==> src/include/oscc_defines.vh <==
// Constants for the output state and configuration controller.
// Assumes a 200 MHz sys_clk and an AHB-Lite register bus with 32-bit words.
`ifndef OSCC_DEFINES_VH
`define OSCC_DEFINES_VH
// Register byte offsets.
`define OSCC_REG_CTRL 12'h000
`define OSCC_REG_OFFSEL 12'h004
`define OSCC_REG_OFFVAL 12'h008
`define OSCC_REG_WINDOW 12'h00c
`define OSCC_REG_ERRCFG 12'h010
`define OSCC_REG_FLAGS 12'h014
`define OSCC_REG_CMD 12'h018
`define OSCC_REG_STATUS 12'h01c
`define OSCC_REG_MEAS 12'h020
`define OSCC_REG_SETPT 12'h024
`define OSCC_REG_NVM_WIN 12'h028
`define OSCC_REG_NVM_IF 12'h02c
`define OSCC_REG_SYSSET 12'h030
// Command codes written to the command register.
`define OSCC_CMD_NONE 4'h0
`define OSCC_CMD_RST 4'h1
`define OSCC_CMD_DCLR 4'h2
`define OSCC_CMD_OUT_ON 4'h3
`define OSCC_CMD_OUT_OFF 4'h4
`define OSCC_CMD_UPD_SHUT 4'h5
`define OSCC_CMD_UPD_IF 4'h6
`define OSCC_CMD_FACTORY 4'h7
`define OSCC_CMD_STAGE 4'h8
`define OSCC_CMD_STRING 4'h9
`define OSCC_CMD_READ 4'ha
// Field positions in the flag word.
`define OSCC_FLG_LF 0
`define OSCC_FLG_DC 1
`define OSCC_FLG_RO 2
// Off-limit selection bits.
`define OSCC_SEL_VMAX 0
`define OSCC_SEL_IMAX 1
`define OSCC_SEL_VPRG 2
`define OSCC_SEL_IPRG 3
// Error configuration bits.
`define OSCC_ERR_WIN 0
`define OSCC_ERR_LIM 1
`define OSCC_ERR_HARD 2
`define OSCC_ERR_SHUT 3
// Reset and factory values, and the reply byte.
`define OSCC_WINDOW_DEFAULT 16'h0020
`define OSCC_SEL_DEFAULT 4'h0
`define OSCC_FLAGS_DEFAULT 3'h0
`define OSCC_LINEFEED 8'h0a
// Maximum limit is 110 percent of the 16-bit full-scale rating, saturated at 16'hffff.
`define OSCC_PCT_MAX 110
`define OSCC_PCT_BASE 100
`endif

==> src/hw/oscc_top.v <==
// Output state and configuration controller for one supply channel.
// Assumes an AHB-Lite master on sys_clk and a nonvolatile store modelled as shadow words.
//
// Local design decisions: register access over AHB-Lite and the placing of the registers.
`timescale 1ns/1ps
`include "oscc_defines.vh"
module oscc_top #(
  parameter RATED_FS = 16'hffff, // Full-scale channel rating code.
  parameter VOLT_HARD = 16'hf000 // Hard current limit for the hard-limit error.
) (
  input wire sys_clk,
  input wire rst_n,
  input wire hsel,
  input wire [11:0] haddr,
  input wire [1:0] htrans,
  input wire hwrite,
  input wire [2:0] hsize,
  input wire [31:0] hwdata,
  input wire hready,
  output wire hreadyout,
  output wire hresp,
  output reg [31:0] hrdata,
  input wire [15:0] meas_main, // Measured main channel, from a pin domain.
  input wire [15:0] meas_curr, // Measured current, from a pin domain.
  input wire at_curr_limit, // Current limit engaged, from a pin domain.
  output reg output_on,
  output reg volt_mode,
  output reg [15:0] volt_setpoint,
  output reg [15:0] curr_setpoint,
  output reg [15:0] volt_limit_dac,
  output reg [15:0] curr_limit_dac,
  output reg [3:0] questionable,
  output reg device_error,
  output reg status_clear,
  output reg tx_valid,
  output reg [7:0] tx_data
);

  // Maximum limit code, computed once from the rating at full integer width so that
  // no product bits are dropped before the saturation test.
  localparam [31:0] MAX_WIDE = (RATED_FS * `OSCC_PCT_MAX) / `OSCC_PCT_BASE;
  localparam [15:0] MAX_LIMIT = (MAX_WIDE > 32'h0000ffff) ? 16'hffff : MAX_WIDE[15:0];

  // Bus is always ready and always answers OKAY; no wait states are added.
  assign hreadyout = 1'b1;
  assign hresp = 1'b0;

  // Address phase capture.
  reg dp_write;
  reg dp_read;
  reg [11:0] dp_addr;
  // A transfer is taken only while the bus is ready, although this slave never stalls.
  wire ap_valid = hsel & hready & htrans[1];

  // Two-stage synchronisers for the pin inputs.
  reg [15:0] meas_s1, meas_s2, curr_s1, curr_s2;
  reg lim_s1, lim_s2;

  // Volatile configuration.
  reg [3:0] off_limit_select;
  reg [15:0] off_state_limit_value_v; // Programmed voltage off-state limit.
  reg [15:0] off_state_limit_value_i; // Programmed current off-state limit.
  reg [15:0] tolerance_window_setting;
  reg [7:0] error_response_config;
  reg [2:0] flags; // Line-feed, device-clear, reset-output.
  reg [15:0] system_settings_cmd;
  reg [15:0] ref_target; // Value the window compares against.

  // Nonvolatile shadow words and staged system settings.
  reg [15:0] nvm_window;
  reg [31:0] nvm_iface; // sel, flags, off value v.
  reg [15:0] nvm_iface_i;
  reg [15:0] nvm_sysset;
  reg [15:0] staged_sysset;
  reg loaded; // Power-up load done.

  // Output-buffer model for read replies.
  reg obuf_full;

  // Pending command pulse decoded from a write.
  reg [3:0] cmd;

  // Decode whether a word write hits a given offset.
  function hit;
    input [11:0] a;
    input [11:0] off;
    begin
      hit = (a == off);
    end
  endfunction

  // Selected limit value for one channel while the output is off.
  function [15:0] off_limit;
    input use_max;
    input use_prog;
    input [15:0] prog;
    begin
      if (use_max) begin
        off_limit = MAX_LIMIT;
      end else if (use_prog) begin
        off_limit = prog;
      end else begin
        off_limit = 16'h0000;
      end
    end
  endfunction

  // Synchronise pin inputs before any logic reads them.
  // Each bit is synchronised on its own, so a word that moves during a sample may tear for one
  // cycle; measured channels move slowly next to sys_clk, which makes that acceptable here.
  always @(posedge sys_clk or negedge rst_n) begin
    if (!rst_n) begin
      meas_s1 <= 16'h0000;
      meas_s2 <= 16'h0000;
      curr_s1 <= 16'h0000;
      curr_s2 <= 16'h0000;
      lim_s1 <= 1'b0;
      lim_s2 <= 1'b0;
    end else begin
      meas_s1 <= meas_main;
      meas_s2 <= meas_s1;
      curr_s1 <= meas_curr;
      curr_s2 <= curr_s1;
      lim_s1 <= at_curr_limit;
      lim_s2 <= lim_s1;
    end
  end

  // Data-phase bookkeeping for the bus.
  always @(posedge sys_clk or negedge rst_n) begin
    if (!rst_n) begin
      dp_write <= 1'b0;
      dp_read <= 1'b0;
      dp_addr <= 12'h000;
    end else begin
      dp_write <= ap_valid & hwrite;
      dp_read <= ap_valid & ~hwrite;
      dp_addr <= {haddr[11:2], 2'b00};
    end
  end

  // Window distance and error conditions.
  wire [15:0] diff = (meas_s2 > ref_target) ? (meas_s2 - ref_target) : (ref_target - meas_s2);
  wire out_window = output_on & (diff > tolerance_window_setting);
  wire curr_hard = output_on & (curr_s2 > VOLT_HARD);
  wire err_win = out_window & error_response_config[`OSCC_ERR_WIN];
  wire err_lim = output_on & lim_s2 & error_response_config[`OSCC_ERR_LIM];
  wire err_hard = curr_hard & error_response_config[`OSCC_ERR_HARD];
  wire err_any = err_win | err_lim | err_hard;
  wire err_shut = err_any & error_response_config[`OSCC_ERR_SHUT];

  // Command register writes decoded as one-cycle commands.
  always @(posedge sys_clk or negedge rst_n) begin
    if (!rst_n) begin
      cmd <= `OSCC_CMD_NONE;
    end else if (dp_write && hit(dp_addr, `OSCC_REG_CMD)) begin
      cmd <= hwdata[3:0];
    end else begin
      cmd <= `OSCC_CMD_NONE;
    end
  end

  // Reset-like action shared by reset and, when enabled, device clear.
  wire do_reset = (cmd == `OSCC_CMD_RST) | ((cmd == `OSCC_CMD_DCLR) & flags[`OSCC_FLG_DC]);

  // Configuration registers, nonvolatile commits and the power-up load.
  always @(posedge sys_clk or negedge rst_n) begin
    if (!rst_n) begin
      off_limit_select <= `OSCC_SEL_DEFAULT;
      off_state_limit_value_v <= 16'h0000;
      off_state_limit_value_i <= 16'h0000;
      tolerance_window_setting <= `OSCC_WINDOW_DEFAULT;
      error_response_config <= 8'h00;
      flags <= `OSCC_FLAGS_DEFAULT;
      system_settings_cmd <= 16'h0000;
      nvm_window <= `OSCC_WINDOW_DEFAULT;
      nvm_iface <= 32'h00000000;
      nvm_iface_i <= 16'h0000;
      nvm_sysset <= 16'h0000;
      staged_sysset <= 16'h0000;
      loaded <= 1'b0;
    end else if (!loaded) begin
      // First cycle after release copies the nonvolatile words into volatile state.
      loaded <= 1'b1;
      tolerance_window_setting <= nvm_window;
      off_limit_select <= nvm_iface[3:0];
      flags <= nvm_iface[6:4];
      off_state_limit_value_v <= nvm_iface[31:16];
      off_state_limit_value_i <= nvm_iface_i;
      system_settings_cmd <= nvm_sysset;
    end else begin
      // Register writes touch only volatile copies until an update command.
      if (dp_write && hit(dp_addr, `OSCC_REG_OFFSEL)) begin
        off_limit_select <= hwdata[3:0];
      end
      if (dp_write && hit(dp_addr, `OSCC_REG_OFFVAL)) begin
        off_state_limit_value_v <= hwdata[15:0];
        off_state_limit_value_i <= hwdata[31:16];
      end
      if (dp_write && hit(dp_addr, `OSCC_REG_WINDOW)) begin
        tolerance_window_setting <= hwdata[15:0];
      end
      if (dp_write && hit(dp_addr, `OSCC_REG_ERRCFG)) begin
        error_response_config <= hwdata[7:0];
      end
      if (dp_write && hit(dp_addr, `OSCC_REG_FLAGS)) begin
        flags <= hwdata[2:0];
      end
      if (dp_write && hit(dp_addr, `OSCC_REG_SYSSET)) begin
        system_settings_cmd <= hwdata[15:0];
      end
      case (cmd)
        `OSCC_CMD_UPD_SHUT: begin
          nvm_window <= tolerance_window_setting;
        end
        `OSCC_CMD_UPD_IF: begin
          nvm_iface <= {off_state_limit_value_v, 9'h000, flags, off_limit_select};
          nvm_iface_i <= off_state_limit_value_i;
          nvm_sysset <= staged_sysset;
        end
        `OSCC_CMD_STAGE: begin
          staged_sysset <= system_settings_cmd;
        end
        `OSCC_CMD_FACTORY: begin
          off_limit_select <= `OSCC_SEL_DEFAULT;
          off_state_limit_value_v <= 16'h0000;
          off_state_limit_value_i <= 16'h0000;
          tolerance_window_setting <= `OSCC_WINDOW_DEFAULT;
          error_response_config <= 8'h00;
          flags <= `OSCC_FLAGS_DEFAULT;
          system_settings_cmd <= 16'h0000;
          staged_sysset <= 16'h0000;
          nvm_window <= `OSCC_WINDOW_DEFAULT;
          nvm_iface <= 32'h00000000;
          nvm_iface_i <= 16'h0000;
          nvm_sysset <= 16'h0000;
        end
        default: begin
        end
      endcase
    end
  end

  // Output state, setpoints and status actions.
  always @(posedge sys_clk or negedge rst_n) begin
    if (!rst_n) begin
      output_on <= 1'b0;
      volt_mode <= 1'b1;
      volt_setpoint <= 16'h0000;
      curr_setpoint <= 16'h0000;
      ref_target <= 16'h0000;
      status_clear <= 1'b0;
    end else begin
      status_clear <= (cmd == `OSCC_CMD_DCLR);
      if (dp_write && hit(dp_addr, `OSCC_REG_SETPT)) begin
        // Setpoints are taken at any time; the limit channels use them only while the output is on.
        volt_setpoint <= hwdata[15:0];
        curr_setpoint <= hwdata[31:16];
        ref_target <= volt_mode ? hwdata[15:0] : hwdata[31:16];
      end
      if (dp_write && hit(dp_addr, `OSCC_REG_CTRL)) begin
        volt_mode <= hwdata[0];
      end
      if (do_reset) begin
        volt_setpoint <= 16'h0000;
        curr_setpoint <= 16'h0000;
        ref_target <= 16'h0000;
        volt_mode <= 1'b1;
        output_on <= flags[`OSCC_FLG_RO];
      end else if (cmd == `OSCC_CMD_OUT_ON) begin
        output_on <= 1'b1;
      end else if (cmd == `OSCC_CMD_OUT_OFF || err_shut) begin
        output_on <= 1'b0;
      end
    end
  end

  // Limit channels follow the selection whenever the output is off, so a new
  // selection lands at once while off and at the next off transition otherwise.
  always @(posedge sys_clk or negedge rst_n) begin
    if (!rst_n) begin
      volt_limit_dac <= 16'h0000;
      curr_limit_dac <= 16'h0000;
    end else if (!output_on) begin
      volt_limit_dac <= off_limit(off_limit_select[`OSCC_SEL_VMAX], off_limit_select[`OSCC_SEL_VPRG],
                                  off_state_limit_value_v);
      curr_limit_dac <= off_limit(off_limit_select[`OSCC_SEL_IMAX], off_limit_select[`OSCC_SEL_IPRG],
                                  off_state_limit_value_i);
    end else begin
      volt_limit_dac <= volt_mode ? MAX_LIMIT : volt_setpoint;
      curr_limit_dac <= volt_mode ? curr_setpoint : MAX_LIMIT;
    end
  end

  // Questionable bits and device error; a status clear loses to a new event.
  always @(posedge sys_clk or negedge rst_n) begin
    if (!rst_n) begin
      questionable <= 4'h0;
      device_error <= 1'b0;
    end else begin
      questionable <= ((cmd == `OSCC_CMD_DCLR) ? 4'h0 : questionable)
                      | {curr_hard, lim_s2 & output_on, out_window, 1'b0};
      device_error <= ((cmd == `OSCC_CMD_DCLR) ? 1'b0 : device_error) | err_any;
    end
  end

  // Reply generator for empty reads and received strings.
  always @(posedge sys_clk or negedge rst_n) begin
    if (!rst_n) begin
      tx_valid <= 1'b0;
      tx_data <= 8'h00;
      obuf_full <= 1'b0;
    end else begin
      tx_valid <= 1'b0;
      if (dp_write && hit(dp_addr, `OSCC_REG_STATUS)) begin
        obuf_full <= hwdata[0];
      end
      if (cmd == `OSCC_CMD_READ && flags[`OSCC_FLG_LF] && !obuf_full) begin
        tx_valid <= 1'b1;
        tx_data <= `OSCC_LINEFEED;
      end else if (cmd == `OSCC_CMD_STRING && !flags[`OSCC_FLG_LF]) begin
        tx_valid <= 1'b1;
        tx_data <= `OSCC_LINEFEED;
      end
    end
  end

  // Read data mux; unmapped addresses read zero.
  always @(posedge sys_clk or negedge rst_n) begin
    if (!rst_n) begin
      hrdata <= 32'h00000000;
    end else if (ap_valid && !hwrite) begin
      case ({haddr[11:2], 2'b00})
        `OSCC_REG_CTRL: hrdata <= {31'h00000000, volt_mode};
        `OSCC_REG_OFFSEL: hrdata <= {28'h0000000, off_limit_select};
        `OSCC_REG_OFFVAL: hrdata <= {off_state_limit_value_i, off_state_limit_value_v};
        `OSCC_REG_WINDOW: hrdata <= {16'h0000, tolerance_window_setting};
        `OSCC_REG_ERRCFG: hrdata <= {24'h000000, error_response_config};
        `OSCC_REG_FLAGS: hrdata <= {29'h00000000, flags};
        `OSCC_REG_STATUS: hrdata <= {24'h000000, obuf_full, device_error, output_on, 1'b0, questionable};
        `OSCC_REG_MEAS: hrdata <= {curr_s2, meas_s2};
        `OSCC_REG_SETPT: hrdata <= {curr_setpoint, volt_setpoint};
        `OSCC_REG_NVM_WIN: hrdata <= {16'h0000, nvm_window};
        `OSCC_REG_NVM_IF: hrdata <= nvm_iface;
        `OSCC_REG_SYSSET: hrdata <= {staged_sysset, system_settings_cmd};
        default: hrdata <= 32'h00000000;
      endcase
    end
  end

endmodule // oscc_top

==> config.mk <==
export PLATFORM = sky130hd
export DESIGN_NAME = oscc_top
export DESIGN_NICKNAME = d
export VERILOG_FILES = /design/src/hw/oscc_top.v
export VERILOG_INCLUDE_DIRS = /design/src /design/src/include
export SDC_FILE = /design/constraint.sdc
export NUM_CORES = 1
export LEC_CHECK = 0
export BUFFER_PORTS_ARGS = -buffer_cell sky130_fd_sc_hd__buf_2
export CAP_MARGIN = 20
export CORE_UTILIZATION = 45
export DETAILED_ROUTE_END_ITERATION = 8
export MAX_ROUTING_LAYER = met4
export PLACE_DENSITY = 0.7
export SYNTH_ARGS = -nofsm -noshare
export SYNTH_HDL_FRONTEND = slang
export SYNTH_SLANG_ARGS = --single-unit
==> constraint.sdc <==
create_clock -name sys_clk -period 5.3 [get_ports sys_clk]
set_clock_uncertainty 0.2 [all_clocks]
set_input_delay 0.795 -clock sys_clk [delete_from_list [all_inputs] [get_ports sys_clk]]
set_output_delay 0.795 -clock sys_clk [all_outputs]
set_load 0.01 [all_outputs]
### After elaboration in Yosys (flattened, before gate mapping)

Cells that the tools add are included.
Widths: inputs -> output; s select.

* bits in registers: 387
* output and inout bits: 115
* word-level logic and storage cells: 178
* input bits: 87

* $add $sub $neg: 2
* bitwise gates (word level): 16
* equal/unequal tests: 35
* mux-type cells: 54
* $lt $le $gt $ge: 3
* reduce and logical (&&, ||, !) cells: 32

Operator list (count)
* $mux 16: 28
* $pmux 32 s12: 1
* $pmux 16 s2: 4
* $eq 10x3->1 const B: 7
* $eq 10x4->1 const B: 7
* $pmux 32 s2: 1
* $eq 10x2->1 const B: 4
* $gt 16x16->1: 2
* $mux 8: 4
* $sub 16x16->16: 2
* $eq 10x1->1 const B: 2
* $mux 4: 5
* $eq 4x3->1 const B: 4
* $gt 16x16->1 const B: 1
* $ne 3x1->1 const B: 5
* $logic_and 1x1->1: 14
* $reduce_bool 2->1: 7
* $eq 4x4->1 const B: 3
* $logic_not 12->1: 1
* $and 1x1->1: 11
* $logic_not 10->1: 1
* $mux 3: 3
* $eq 4x2->1 const B: 2
* $mux 1: 8
* 7 further kinds: 15

### Logic depth before layout (Yosys ltp)

Gate-level depths: netlist of the first run.

* word-level depth: 12
* gate-level depth with buffers: 19
* depth with buffers taken out: 19

### Worst setup path after synthesis of the first run

Ideal clock, no wire load.

* path type: reg-to-reg
* start: register meas_s2[0]
* end: register output_on
* setup slack: 1.606 ns
* clock period less this slack: 3.694 ns
* cell stages (with the launch flop): 17
* buffers on the path: 1
* data required time: 4.982 ns
* data arrival time: 3.376 ns
* library setup time: 0.118 ns
* cell sequence: dfrtp_1 -> inv_1 -> ha_1 -> inv_1 -> fa_1 -> a211oi_1 -> nor3_1 -> o21ai_1 -> a21oi_2 -> buf_6 -> a221oi_1 -> xnor2_1 -> ha_1 -> nand4_1 -> o311ai_0 -> nand4_1 -> a21o_1

* cells in the longest elaborated chain, start to end: 10
* elaborated cells between the ends (all ways): 12
* those cells by class: 2 x add/sub; 2 x order compare; 1 x mux; 5 x bitwise; 2 x reduce/logical

Ends and longest elaborated chain
* start, declared: RTL line oscc_top.v:56 `reg [15:0] meas_s1, meas_s2, curr_s1, curr_s2;`
* start signal, assigned: RTL line oscc_top.v:121 `meas_s2 <= meas_s1;`
* $sub 16x16->16 / $gt 16x16->1 (equally long branches): RTL line oscc_top.v:143 `wire [15:0] diff = (meas_s2 > ref_target) ? (meas_s2 - ref_target) : (ref_target - meas_s2);`
* $mux 16 *: RTL line oscc_top.v:143
* $gt 16x16->1 *: RTL line oscc_top.v:144 `wire out_window = output_on & (diff > tolerance_window_setting);`
* $and 1x1->1 *: RTL line oscc_top.v:144
* $and 1x1->1 *: RTL line oscc_top.v:146 `` wire err_win = out_window & error_response_config[`OSCC_ERR_WIN]; ``
* $or 1x1->1 * (2 in series): RTL line oscc_top.v:149 `wire err_any = err_win | err_lim | err_hard;`
* $and 1x1->1 *: RTL line oscc_top.v:150 `` wire err_shut = err_any & error_response_config[`OSCC_ERR_SHUT]; ``
* $logic_or 1x1->1 *: RTL line oscc_top.v:272 `` end else if (cmd == `OSCC_CMD_OUT_OFF || err_shut) begin ``
* $reduce_bool 3->1 (no source line) *
* end signal, assigned: RTL line oscc_top.v:269 `` output_on <= flags[`OSCC_FLG_RO]; ``
* end, declared: RTL line oscc_top.v:26 `output reg output_on,`

Every way passes the cells marked *; elsewhere a longest branch is shown, timed or not.
A chain may end at the register's enable or synchronous reset.

### Worst setup path after layout of the first run

Ends and elaborated chain as after synthesis.

==> results of run 1 <==
routing by layer:
| layer | track usage | vias up |
|---|---|---|
| met5 | - | - |
| met4 | 0.125 | 0 |
| met3 | 0.0714 | 111 |
| met2 | 0.473 | 711 |
| met1 | 0.405 | 7442 |
| li1 | - | 6565 |
cells in the mapped netlist, types with 9 or more instances:
master and instances:
nand3_1 12, clkbuf_1 82, a22oi_1 70, a211oi_2 12, nor2_1 123, o21ai_0 117, a221oi_1 43, nor4_1 9
a21o_1 17, o21ai_1 19, a31oi_1 17, a22o_1 34, a211oi_1 13, inv_1 59, nor2b_1 9, dfrtp_1 367
nand2b_1 9, ha_1 47, nand2_1 318, nor3_1 18, mux2i_1 32, a21oi_1 166, buf_2 35, buf_4 12
o31ai_1 22
power by group through the flow:
stage / Clock (mW) / Combinational, mW / Sequential, mW
2_1_floorplan: 0 / 0.286 / 3.06
3_3_place_gp: 0 / 0.534 / 3.09
3_5_place_dp: 0 / 0.543 / 3.09
4_1_cts: 2.91 / 0.546 / 3.04
5_1_grt: 3.02 / 0.605 / 3.05
6_report: 2.87 / 0.547 / 3.05
through the flow:
| step | setup slack, ns | cells | utilization | total power, mW |
|---|---|---|---|---|
| after global routing | 0.0396 | 2458 | 0.529 | 6.68 |
| after detailed placement | 0.511 | 2385 | 0.493 | 3.64 |
| after floorplan | 1.61 | 1796 | - | 3.34 |
| after CTS | 0.485 | 2456 | 0.528 | 6.50 |
| after global placement | 0.614 | 2385 | 0.493 | 3.62 |
| final | 0.394 | 2458 | 0.529 | 6.47 |
worst register-to-register path, cell delays in order, from the launching register on:
cell	delay, ns
dfrtp_1	0.44
inv_1	0.09
ha_1	0.17
inv_1	0.06
fa_1	0.41
a211oi_1	0.39
nor3_1	0.14
o21ai_1	0.21
a21oi_2	0.19
buf_4	0.25
a211oi_1	0.23
a31oi_1	0.09
xor2_1	0.16
ha_1	0.30
nand4_1	0.13
o311ai_0	0.92
nand4_1	0.21
a21o_1	0.20
worst paths after layout:
| check | end | from |
|---|---|---|
| worst max-delay path | output_on$_DFFE_PN0P_ | meas_s2[0]$_DFF_PN0_ |
| worst min-delay path | meas_s1[8]$_DFF_PN0_ | rst_n |
| worst max register to register | output_on$_DFFE_PN0P_ | meas_s2[0]$_DFF_PN0_ |
| worst min register to register | meas_s2[15]$_DFF_PN0_ | meas_s1[15]$_DFF_PN0_ |
| max in group asynchronous | curr_s1[0]$_DFF_PN0_ | rst_n |
| min in group sys_clk | meas_s1[14]$_DFF_PN0_ | meas_main[14] |
layout make-up:
cell class                      instances  area (sq um)
Clock inverter                         12           161
Fill cell                            3476         17800
Sequential cell                       370          9260
Tap cell                              511           639
Clock buffer                           59          1170
Timing Repair Buffer                  214          1200
Antenna cell                            1          2.50
Inverter                               60           226
Multi-Input combinational cell       1231          7360
cells by family after synthesis:
family,Yosys count,share of synthesized area
DFF,370,0.533
other,2,0.000433
buffers and inverters,195,0.0483
xor gates and xnor gates,14,0.00706
adders and majority gates,49,0.0362
AOI/OAI and AO/OA,576,0.216
and+or+nand+nor,543,0.135
muxes,39,0.0236
==> impl_summary.log, run 1 <==
INFO  metric synth.yosys.warnings = 0
INFO  metric largest_registers = hrdata x32, nvm_iface x23
INFO  metric async_reset_ff_frac = 1.00
INFO  metric failing_checks = hold timing
INFO  metric synth_top_area_share = 0.529
INFO  metric final_max_slew_viol_count = 0
INFO  metric timing.final.setup_violations = 0
INFO  metric start_kind = register
INFO  metric tritoncts_clock_tree = done
INFO  metric placedInstanceArea = 18700 sq um
INFO  metric netlist_top_cells_area = dfrtp_1, nand2_1, a21oi_1
INFO  metric first_global_vias = 14300
INFO  metric viasPerCell = 6.03
INFO  metric max_ffs_per_register = 32
INFO  metric crit_cells = 17
INFO  metric syn-instance-count = 1788
INFO  metric worstPathCellList = inv_1 -> ha_1 -> inv_1 -> fa_1 -> a211oi_1 -> nor3_1 -> o21ai_1 -> a21oi_2 -> buf_4 -> a211oi_1 -> a31oi_1 -> xor2_1 -> ha_1 -> nand4_1 -> o311ai_0 -> nand4_1 -> a21o_1
INFO  metric maxCapViolations = 0
INFO  metric yosysSeqAreaShare = 0.533
INFO  metric grt_first_pass_wirelength = 88.5 mm
INFO  metric timing_hold_violations_final = 1
INFO  metric die_y_extent = 198 um
INFO  metric result_of_the_run = finished, violations left
INFO  metric clk_path_buf_depth = 3
INFO  metric rsz0062_at_grt = false
INFO  metric fmax = 204 MHz
INFO  metric met3WireLength = 5.09 mm
INFO  metric htree_levels = 2
INFO  metric detailedRoute.firstIterationViolations = 1627
INFO  metric synth_cell_types = 71
INFO  metric final_layout_size_suffix_gt1_frac = 0.164
INFO  metric critPathCaptureType = register
INFO  metric postRouteAntennaNets = 0
INFO  metric finalWeightedCongestion = 1.01
INFO  metric criticalPathCategory = register to register
INFO  metric layout.cells.most_common = dfrtp_1
INFO  metric global_route.usage.total = 0.312
INFO  metric r2r_cells = 17
INFO  metric cts_resized = 0
INFO  metric worst_ir_drop_vdd = 239 uV
INFO  metric avgSynthCellArea = 9.71 sq um
INFO  metric ctsRootBufferMaster = clkbuf_16
INFO  metric grt_ovf = 0
INFO  metric cellInternalPower = 4.81 mW
INFO  metric min-delay-path-class = primary input to async pin
INFO  metric synth_top_cell_by_area = dfrtp_1
INFO  metric synthToLayoutAreaGrowth = 15.3%
INFO  metric port_buf_inserts = 186
INFO  metric dr_total_vias = 14800
INFO  metric rows = 71
INFO  metric pwr-share-clk = 0.444
INFO  metric crit_arrival = 5.17 ns
INFO  metric antenna_found_initial = 1
INFO  metric critical-path-slowest-cell = o311ai_0
INFO  metric path_clk_slew = 0.06 ns
INFO  metric core-area = 37800 sq um
INFO  metric detail_route.wl_per_cell = 23.9 um
INFO  metric fin_area = 20000 sq um
INFO  metric cp_num_buf_inv = 3
INFO  metric synth_seq_cells = 370
INFO  metric postCtsSetupRepairBufs = 0
INFO  metric initial_utilization = 0.459
INFO  metric pin_count_of_the_biggest_net_entering_global_routing = 123
INFO  metric io_pins = 202
INFO  metric rrSetupSlack = 0.39 ns
INFO  metric synth-edff-count = 0
INFO  metric clk-insertion-delay-late = 0.58 ns
INFO  metric top_layer = met4
INFO  metric postRouteWirelength = 58.8 mm
INFO  metric layout_min_cycle_time = 4.91 ns
INFO  metric num-nets-final = 2053
INFO  metric dr_wl_met2 = 27.2 mm
INFO  metric seq_power_share = 0.471
INFO  metric most_flop_heavy_register = hrdata
INFO  metric cp_slowest_stage_delay = 0.92 ns
INFO  metric areal_power_density_over_the_cells = 323 nW/um^2
INFO  metric relSlewSlack = 0.245
INFO  metric switching_share = 0.257
INFO  metric dp_hpwl = 40.7 mm
INFO  metric syn-cell-area = 17400 sq um
INFO  metric cts_hold_repair.buffers = 0
INFO  metric timing_worst_slew_pin_value = 1.13 ns
INFO  metric clock_net_sink_count = 370
INFO  metric ys_dominant_reg_cell = dfrtp_1
INFO  metric total_negative_slack_for_setup_checks = 0 ns
INFO  metric final_min_period_over_clock_period = 0.926
INFO  metric cts_made_buffers = 40
INFO  metric power_leakage = 8.97 nW
INFO  metric drt_pre_antenna_iters = 8
INFO  metric power.share.combinational = 0.085
INFO  metric die_outline_area = 39400 sq um
INFO  metric timing.critical_path.fanout_max = 13
INFO  metric power.net_switching = 1.66 mW
INFO  metric crit_family = compound AO/OA/AOI/OAI gates
INFO  metric timing.hold.ws = -0.000489 ns
INFO  metric met1_length = 24.2 mm
INFO  metric route.detailed.drc = 0
INFO  metric die-width = 198 um
INFO  metric crit_required = 5.57 ns
INFO  metric layout.cells.most_common_list = dfrtp_1, nand2_1, buf_2
(Power assumes the default switching activity.)
==> run 2: changes to the inputs <==
--- a/config.mk
+++ b/config.mk
@@ -10,4 +10,5 @@
 export CAP_MARGIN = 20
 export CORE_UTILIZATION = 45
+export CTS_CLUSTER_SIZE = 20
 export DETAILED_ROUTE_END_ITERATION = 8
 export MAX_ROUTING_LAYER = met4
==> constraint.sdc (replaced) <==
create_clock -name sys_clk -period 5.3 [get_ports sys_clk]
set_clock_uncertainty 0.2 [all_clocks]
set_input_delay 1.325 -clock sys_clk [delete_from_list [all_inputs] [get_ports sys_clk]]
set_output_delay 1.325 -clock sys_clk [all_outputs]
set_load 0.01 [all_outputs]
==> run 2 against run 1 <==
  * The run now ends clean
  * Non-clock buffer count up 7
  * Worst hold slack better by 0.15 ns
  * Fmax up 0.83%
  * Via count down 0.20%
  * Sequential power about the same
  * Register-to-register slack better by 0.04 ns
  * Worst setup slack better by 0.041 ns
  * Sequential share of layout area down 0.11 points
  * Power down 0.81%
  * Critical path depth down 3
  * Sequential cell count unchanged
  * Core utilization up 0.13 points
  * Critical path type unchanged
  * Highest routed layer unchanged
==> impl_summary.log, run 2 (same netlist as run 1, synthesis figures left out) <==
INFO  metric finalWeightedCongestion = 1.03
INFO  metric layout.cells.most_common_list = dfrtp_1, nand2_1, buf_2
INFO  metric detailedRoute.firstIterationViolations = 1875
INFO  metric timing.final.setup_violations = 0
INFO  metric drt_pre_antenna_iters = 6
INFO  metric max_ffs_per_register = 32
INFO  metric layout.cells.most_common = dfrtp_1
INFO  metric die-width = 198 um
INFO  metric critPathCaptureType = register
INFO  metric path_clk_slew = 0.06 ns
INFO  metric dp_hpwl = 40.2 mm
INFO  metric start_kind = register
INFO  metric rows = 71
INFO  metric worst_ir_drop_vdd = 269 uV
INFO  metric cts_made_buffers = 39
INFO  metric power.total = 6.41 mW
INFO  metric min-delay-path-class = register to register
INFO  metric total_negative_slack_for_setup_checks = 0 ns
INFO  metric die_outline_area = 39400 sq um
INFO  metric fmax = 206 MHz
INFO  metric pin_count_of_the_biggest_net_entering_global_routing = 126
INFO  metric criticalPathCategory = register to register
INFO  metric htree_levels = 2
INFO  metric final_layout_size_suffix_gt1_frac = 0.168
INFO  metric grt_ovf = 0
INFO  metric largest_registers = hrdata x32, nvm_iface x23
INFO  metric most_flop_heavy_register = hrdata
INFO  metric grt_first_pass_wirelength = 88.0 mm
INFO  metric timing_hold_violations_final = 0
INFO  metric final_max_slew_viol_count = 0
INFO  metric crit_arrival = 5.12 ns
INFO  metric postCtsSetupRepairBufs = 0
INFO  metric cts_hold_repair.buffers = 0
INFO  metric initial_utilization = 0.459
INFO  metric final_min_period_over_clock_period = 0.918
INFO  metric port_buf_inserts = 186
INFO  metric postRouteWirelength = 57.9 mm
INFO  metric global_route.usage.total = 0.310
INFO  metric route.detailed.drc = 0
INFO  metric power_leakage = 9.01 nW
INFO  metric die_y_extent = 198 um
INFO  metric result_of_the_run = finished clean
INFO  metric dr_total_vias = 14800
INFO  metric crit_required = 5.55 ns
INFO  metric areal_power_density_over_the_cells = 320 nW/um^2
INFO  metric viasPerCell = 6.01
INFO  metric io_pins = 202
INFO  metric cts_resized = 0
INFO  metric num-nets-final = 2059
INFO  metric clock_net_sink_count = 370
INFO  metric detail_route.wl_per_cell = 23.5 um
INFO  metric relSlewSlack = 0.261
INFO  metric clk-insertion-delay-late = 0.57 ns
INFO  metric clk_path_buf_depth = 3
INFO  metric timing.critical_path.fanout_max = 13
INFO  metric tritoncts_clock_tree = done
INFO  metric core-area = 37800 sq um
INFO  metric layout_min_cycle_time = 4.87 ns
INFO  metric placedInstanceArea = 18700 sq um
INFO  metric antenna_found_initial = 1
INFO  metric fin_area = 20100 sq um
INFO  metric timing_worst_slew_pin_value = 1.11 ns
INFO  metric maxCapViolations = 0
INFO  metric first_global_vias = 14200
INFO  metric postRouteAntennaNets = 0
INFO  metric rsz0062_at_grt = false
INFO  metric ctsRootBufferMaster = clkbuf_16
INFO  metric synthToLayoutAreaGrowth = 15.6%
run 2: path summary, 6_finish.rpt:
check                                      start                    end  slack, ns  cells after the start
setup / recovery            meas_s2[5]$_DFF_PN0_  output_on$_DFFE_PN0P_       0.43                     14
hold reg to reg            curr_s1[12]$_DFF_PN0_  curr_s2[12]$_DFF_PN0_       0.15                      0
hold / removal             curr_s1[12]$_DFF_PN0_  curr_s2[12]$_DFF_PN0_       0.15                      0
max in group asynchronous                  rst_n   curr_s2[6]$_DFF_PN0_       3.19                      2
setup reg to reg            meas_s2[5]$_DFF_PN0_  output_on$_DFFE_PN0P_       0.43                     14
min in group asynchronous                  rst_n   meas_s1[6]$_DFF_PN0_       0.63                      1
run 2: final cells by class:
cell class	instances	area, sq um
repair buffers	221	1280
clock buffers	53	1100
inverters	60	226
well taps	511	639
diodes	1	2.50
fillers	3422	17800
multi-input cells	1231	7360
flip-flops and latches	370	9260
clock inverters	14	199
run 2: where the power goes:
| group | switching (mW) | total, mW | internal, mW |
|---|---|---|---|
| Combinational | 0.366 | 0.553 | 0.187 |
| Clock | 1.17 | 2.82 | 1.65 |
| Sequential | 0.108 | 3.04 | 2.94 |
run 2: metrics by stage:
stage | instances | utilization | hold WS (ns) | setup slack [ns]
global placement | 2390 | 0.494 | 0.136 | 0.520
detailed placement | 2390 | 0.494 | 0.135 | 0.492
finish | 2461 | 0.530 | 0.147 | 0.434
CTS | 2457 | 0.529 | 0.149 | 0.478
floorplan | 1796 | - | 0.131 | 1.61
global route | 2461 | 0.530 | 0.152 | 0.0831
run 2: metal layers:
metal	GRT usage	routed length, um	vias to the layer above
li1	-	-	6578
met1	0.409	23700	7399
met2	0.478	27400	705
met3	0.0485	4500	117
met4	0.129	2240	0
met5	-	0	-
run 2: worst max-delay path, cell delays in order (launching register included):
cell and delay, ns:
dfrtp_1 0.44, inv_1 0.07, ha_1 0.45, o211ai_1 0.18
nor3_1 0.28, o21ai_1 0.13, a21oi_2 0.51, mux2i_1 0.35
o21ai_0 0.13, xor2_1 0.16, ha_1 0.30, nand4_1 0.19
o311ai_0 0.97, nand4_1 0.18, a21o_1 0.20
==> run 3: changes to the inputs <==
CELL_PAD_IN_SITES_DETAIL_PLACEMENT = 0   (was unset)
CELL_PAD_IN_SITES_GLOBAL_PLACEMENT = 2   (was unset)
CORE_UTILIZATION = 37   (was 45)
PLACE_DENSITY = 0.86   (was 0.7)
==> run 3 against run 2 <==
  * First-iteration DRC count fell by 27%
  * Clock power up 21%
  * Via count is essentially flat
  * Critical path type unchanged
  * Die area grew 21%
  * Sequential power barely moved
  * Final cell count rose by 4.4%
==> impl_summary.log, run 3 (same netlist as run 1, synthesis figures left out) <==
INFO  metric result_of_the_run = finished clean
INFO  metric dp_cells = 2492
INFO  metric antennaDiodeCount = 0
INFO  metric die-width = 219 um
INFO  metric cts_hold_repair.buffers = 0
INFO  metric detail_route.wl_per_cell = 24.1 um
INFO  metric port_buf_inserts = 186
INFO  metric clk-insertion-delay-late = 0.59 ns
INFO  metric pwr-share-clk = 0.486
INFO  metric maxCapViolations = 0
INFO  metric final-seq-area = 9260 sq um
INFO  metric crit_arrival = 5.26 ns
INFO  metric relSlewSlack = 0.249
INFO  metric io_pins = 202
INFO  metric total_negative_slack_for_setup_checks = 0 ns
INFO  metric antenna_found_initial = 0
INFO  metric dp_worst_setup_slack = 0.500 ns
INFO  metric postCtsSetupRepairBufs = 0
INFO  metric timing.hold.ws = 0.148 ns
INFO  metric die_y_extent = 219 um
INFO  metric initial_utilization = 0.374
INFO  metric first_global_vias = 14500
INFO  metric cts_made_buffers = 42
INFO  metric grt_ovf = 0
INFO  metric worst_ir_drop_vdd = 232 uV
INFO  metric multi_input_comb_area = 7370 sq um
INFO  metric core-area = 46500 sq um
INFO  metric postRouteAntennaNets = 0
INFO  metric ctsRootBufferMaster = clkbuf_16
INFO  metric critPathCaptureType = register
INFO  metric drt_pre_antenna_iters = 6
INFO  metric htree_levels = 2
INFO  metric fmax = 201 MHz
INFO  metric fin_ws = 0.328 ns
INFO  metric rows = 79
INFO  metric fin_area = 20500 sq um
INFO  metric seq_power_share = 0.434
INFO  metric power.total = 7.01 mW
INFO  metric timing_hold_violations_final = 0
INFO  metric rrSetupSlack = 0.33 ns
INFO  metric power.share.combinational = 0.080
INFO  metric min-delay-path-class = register to register
INFO  metric global_route.usage.total = 0.272
INFO  metric path_clk_slew = 0.06 ns
INFO  metric clock_net_sink_count = 370
INFO  metric die_outline_area = 47800 sq um
INFO  metric num-nets-final = 2065
INFO  metric power_leakage = 9.15 nW
INFO  metric layout.cells.most_common_list = dfrtp_1, nand2_1, buf_2
INFO  metric largest_registers = hrdata x32, nvm_iface x23
INFO  metric timing_worst_slew_pin_value = 1.12 ns
INFO  metric criticalPathCategory = register to register
INFO  metric max_ffs_per_register = 32
INFO  metric dp_hpwl = 42.6 mm
INFO  metric postRouteWirelength = 62.0 mm
INFO  metric final_min_period_over_clock_period = 0.938
INFO  metric tritoncts_clock_tree = done
INFO  metric start_kind = register
INFO  metric fillerInstances = 4520
INFO  metric detailedRoute.firstIterationViolations = 1369
INFO  metric final_layout_size_suffix_gt1_frac = 0.175
INFO  metric cell_count_final_fillers_out = 2570
INFO  metric fin_util = 0.441
INFO  metric cellInternalPower = 5.26 mW
INFO  metric synthToLayoutAreaGrowth = 18.1%
INFO  metric route.detailed.drc = 0
INFO  metric dr_total_vias = 14800
INFO  metric switching_share = 0.250
INFO  metric cts_resized = 0
INFO  metric viasPerCell = 5.76
INFO  metric areal_power_density_over_the_cells = 342 nW/um^2
INFO  metric placedInstanceArea = 18900 sq um
INFO  metric power.net_switching = 1.75 mW
INFO  metric finalWeightedCongestion = 0.928
INFO  metric pin_count_of_the_biggest_net_entering_global_routing = 102
INFO  metric timing.critical_path.fanout_max = 13
INFO  metric layout.cells.most_common = dfrtp_1
INFO  metric most_flop_heavy_register = hrdata
INFO  metric grt_first_pass_wirelength = 93.5 mm
INFO  metric layout_min_cycle_time = 4.97 ns
INFO  metric timing.final.setup_violations = 0
INFO  metric clk_path_buf_depth = 3
INFO  metric final_max_slew_viol_count = 0
INFO  metric crit_required = 5.58 ns
INFO  metric rsz0062_at_grt = false
-- run 3: changes by cell type in the layout (fill, tap and decap cells not counted), sizes merged --
cell      previous run  this run
bufinv               4        12
buf                221       224
clkinvlp             1         3
inv                 59        61
clkinv              10         9
diode                1         0
-- run 3: metal layers --
layer | track usage | vias to the layer above | share of wire
met5 | - | - | 0
met4 | 0.108 | 0 | 0.037
met2 | 0.419 | 592 | 0.47
met3 | 0.0429 | 114 | 0.064
li1 | - | 6598 | -
met1 | 0.357 | 7500 | 0.43
-- run 3: power groups by stage --
stage,clock network [mW],logic (mW),registers [mW]
3_3_place_gp,0,0.548,3.09
4_1_cts,3.47,0.560,3.04
3_5_place_dp,0,0.556,3.09
6_report,3.41,0.558,3.04
2_1_floorplan,0,0.286,3.06
5_1_grt,3.58,0.617,3.05
-- run 3: final timing paths --
| check | from | end | depth (start not counted) |
|---|---|---|---|
| worst min-delay path | meas_s1[5]$_DFF_PN0_ | meas_s2[5]$_DFF_PN0_ | 0 |
| worst max-delay path | meas_s2[0]$_DFF_PN0_ | output_on$_DFFE_PN0P_ | 17 |
| worst max register to register | meas_s2[0]$_DFF_PN0_ | output_on$_DFFE_PN0P_ | 17 |
| worst min register to register | meas_s1[5]$_DFF_PN0_ | meas_s2[5]$_DFF_PN0_ | 0 |
| max in group asynchronous | rst_n | volt_limit_dac[15]$_DFF_PN0_ | 2 |
| min in group asynchronous | rst_n | dp_addr[9]$_DFF_PN0_ | 1 |
-- run 3: critical path: stages, from the launching register on --
cell and delay, ns:
dfrtp_1 0.45, inv_1 0.10, ha_1 0.17, inv_1 0.06, fa_1 0.41, a211oi_1 0.41, nor3_1 0.12, o21ai_1 0.21
a21oi_2 0.18, buf_4 0.25, a211oi_1 0.23, a31oi_1 0.08, xor2_1 0.17, ha_1 0.31, nand4_1 0.18, o311ai_0 0.96
nand4_1 0.18, a21o_1 0.20
-- run 3: layout make-up --
cell class / instances / area share
clock inverter: 25 / 0.0236
sequential: 370 / 0.452
timing repair buffer: 224 / 0.0616
tap: 607 / 0.0370
clock buffer: 53 / 0.0557
multi-input combinational: 1231 / 0.359
inverter: 60 / 0.0110
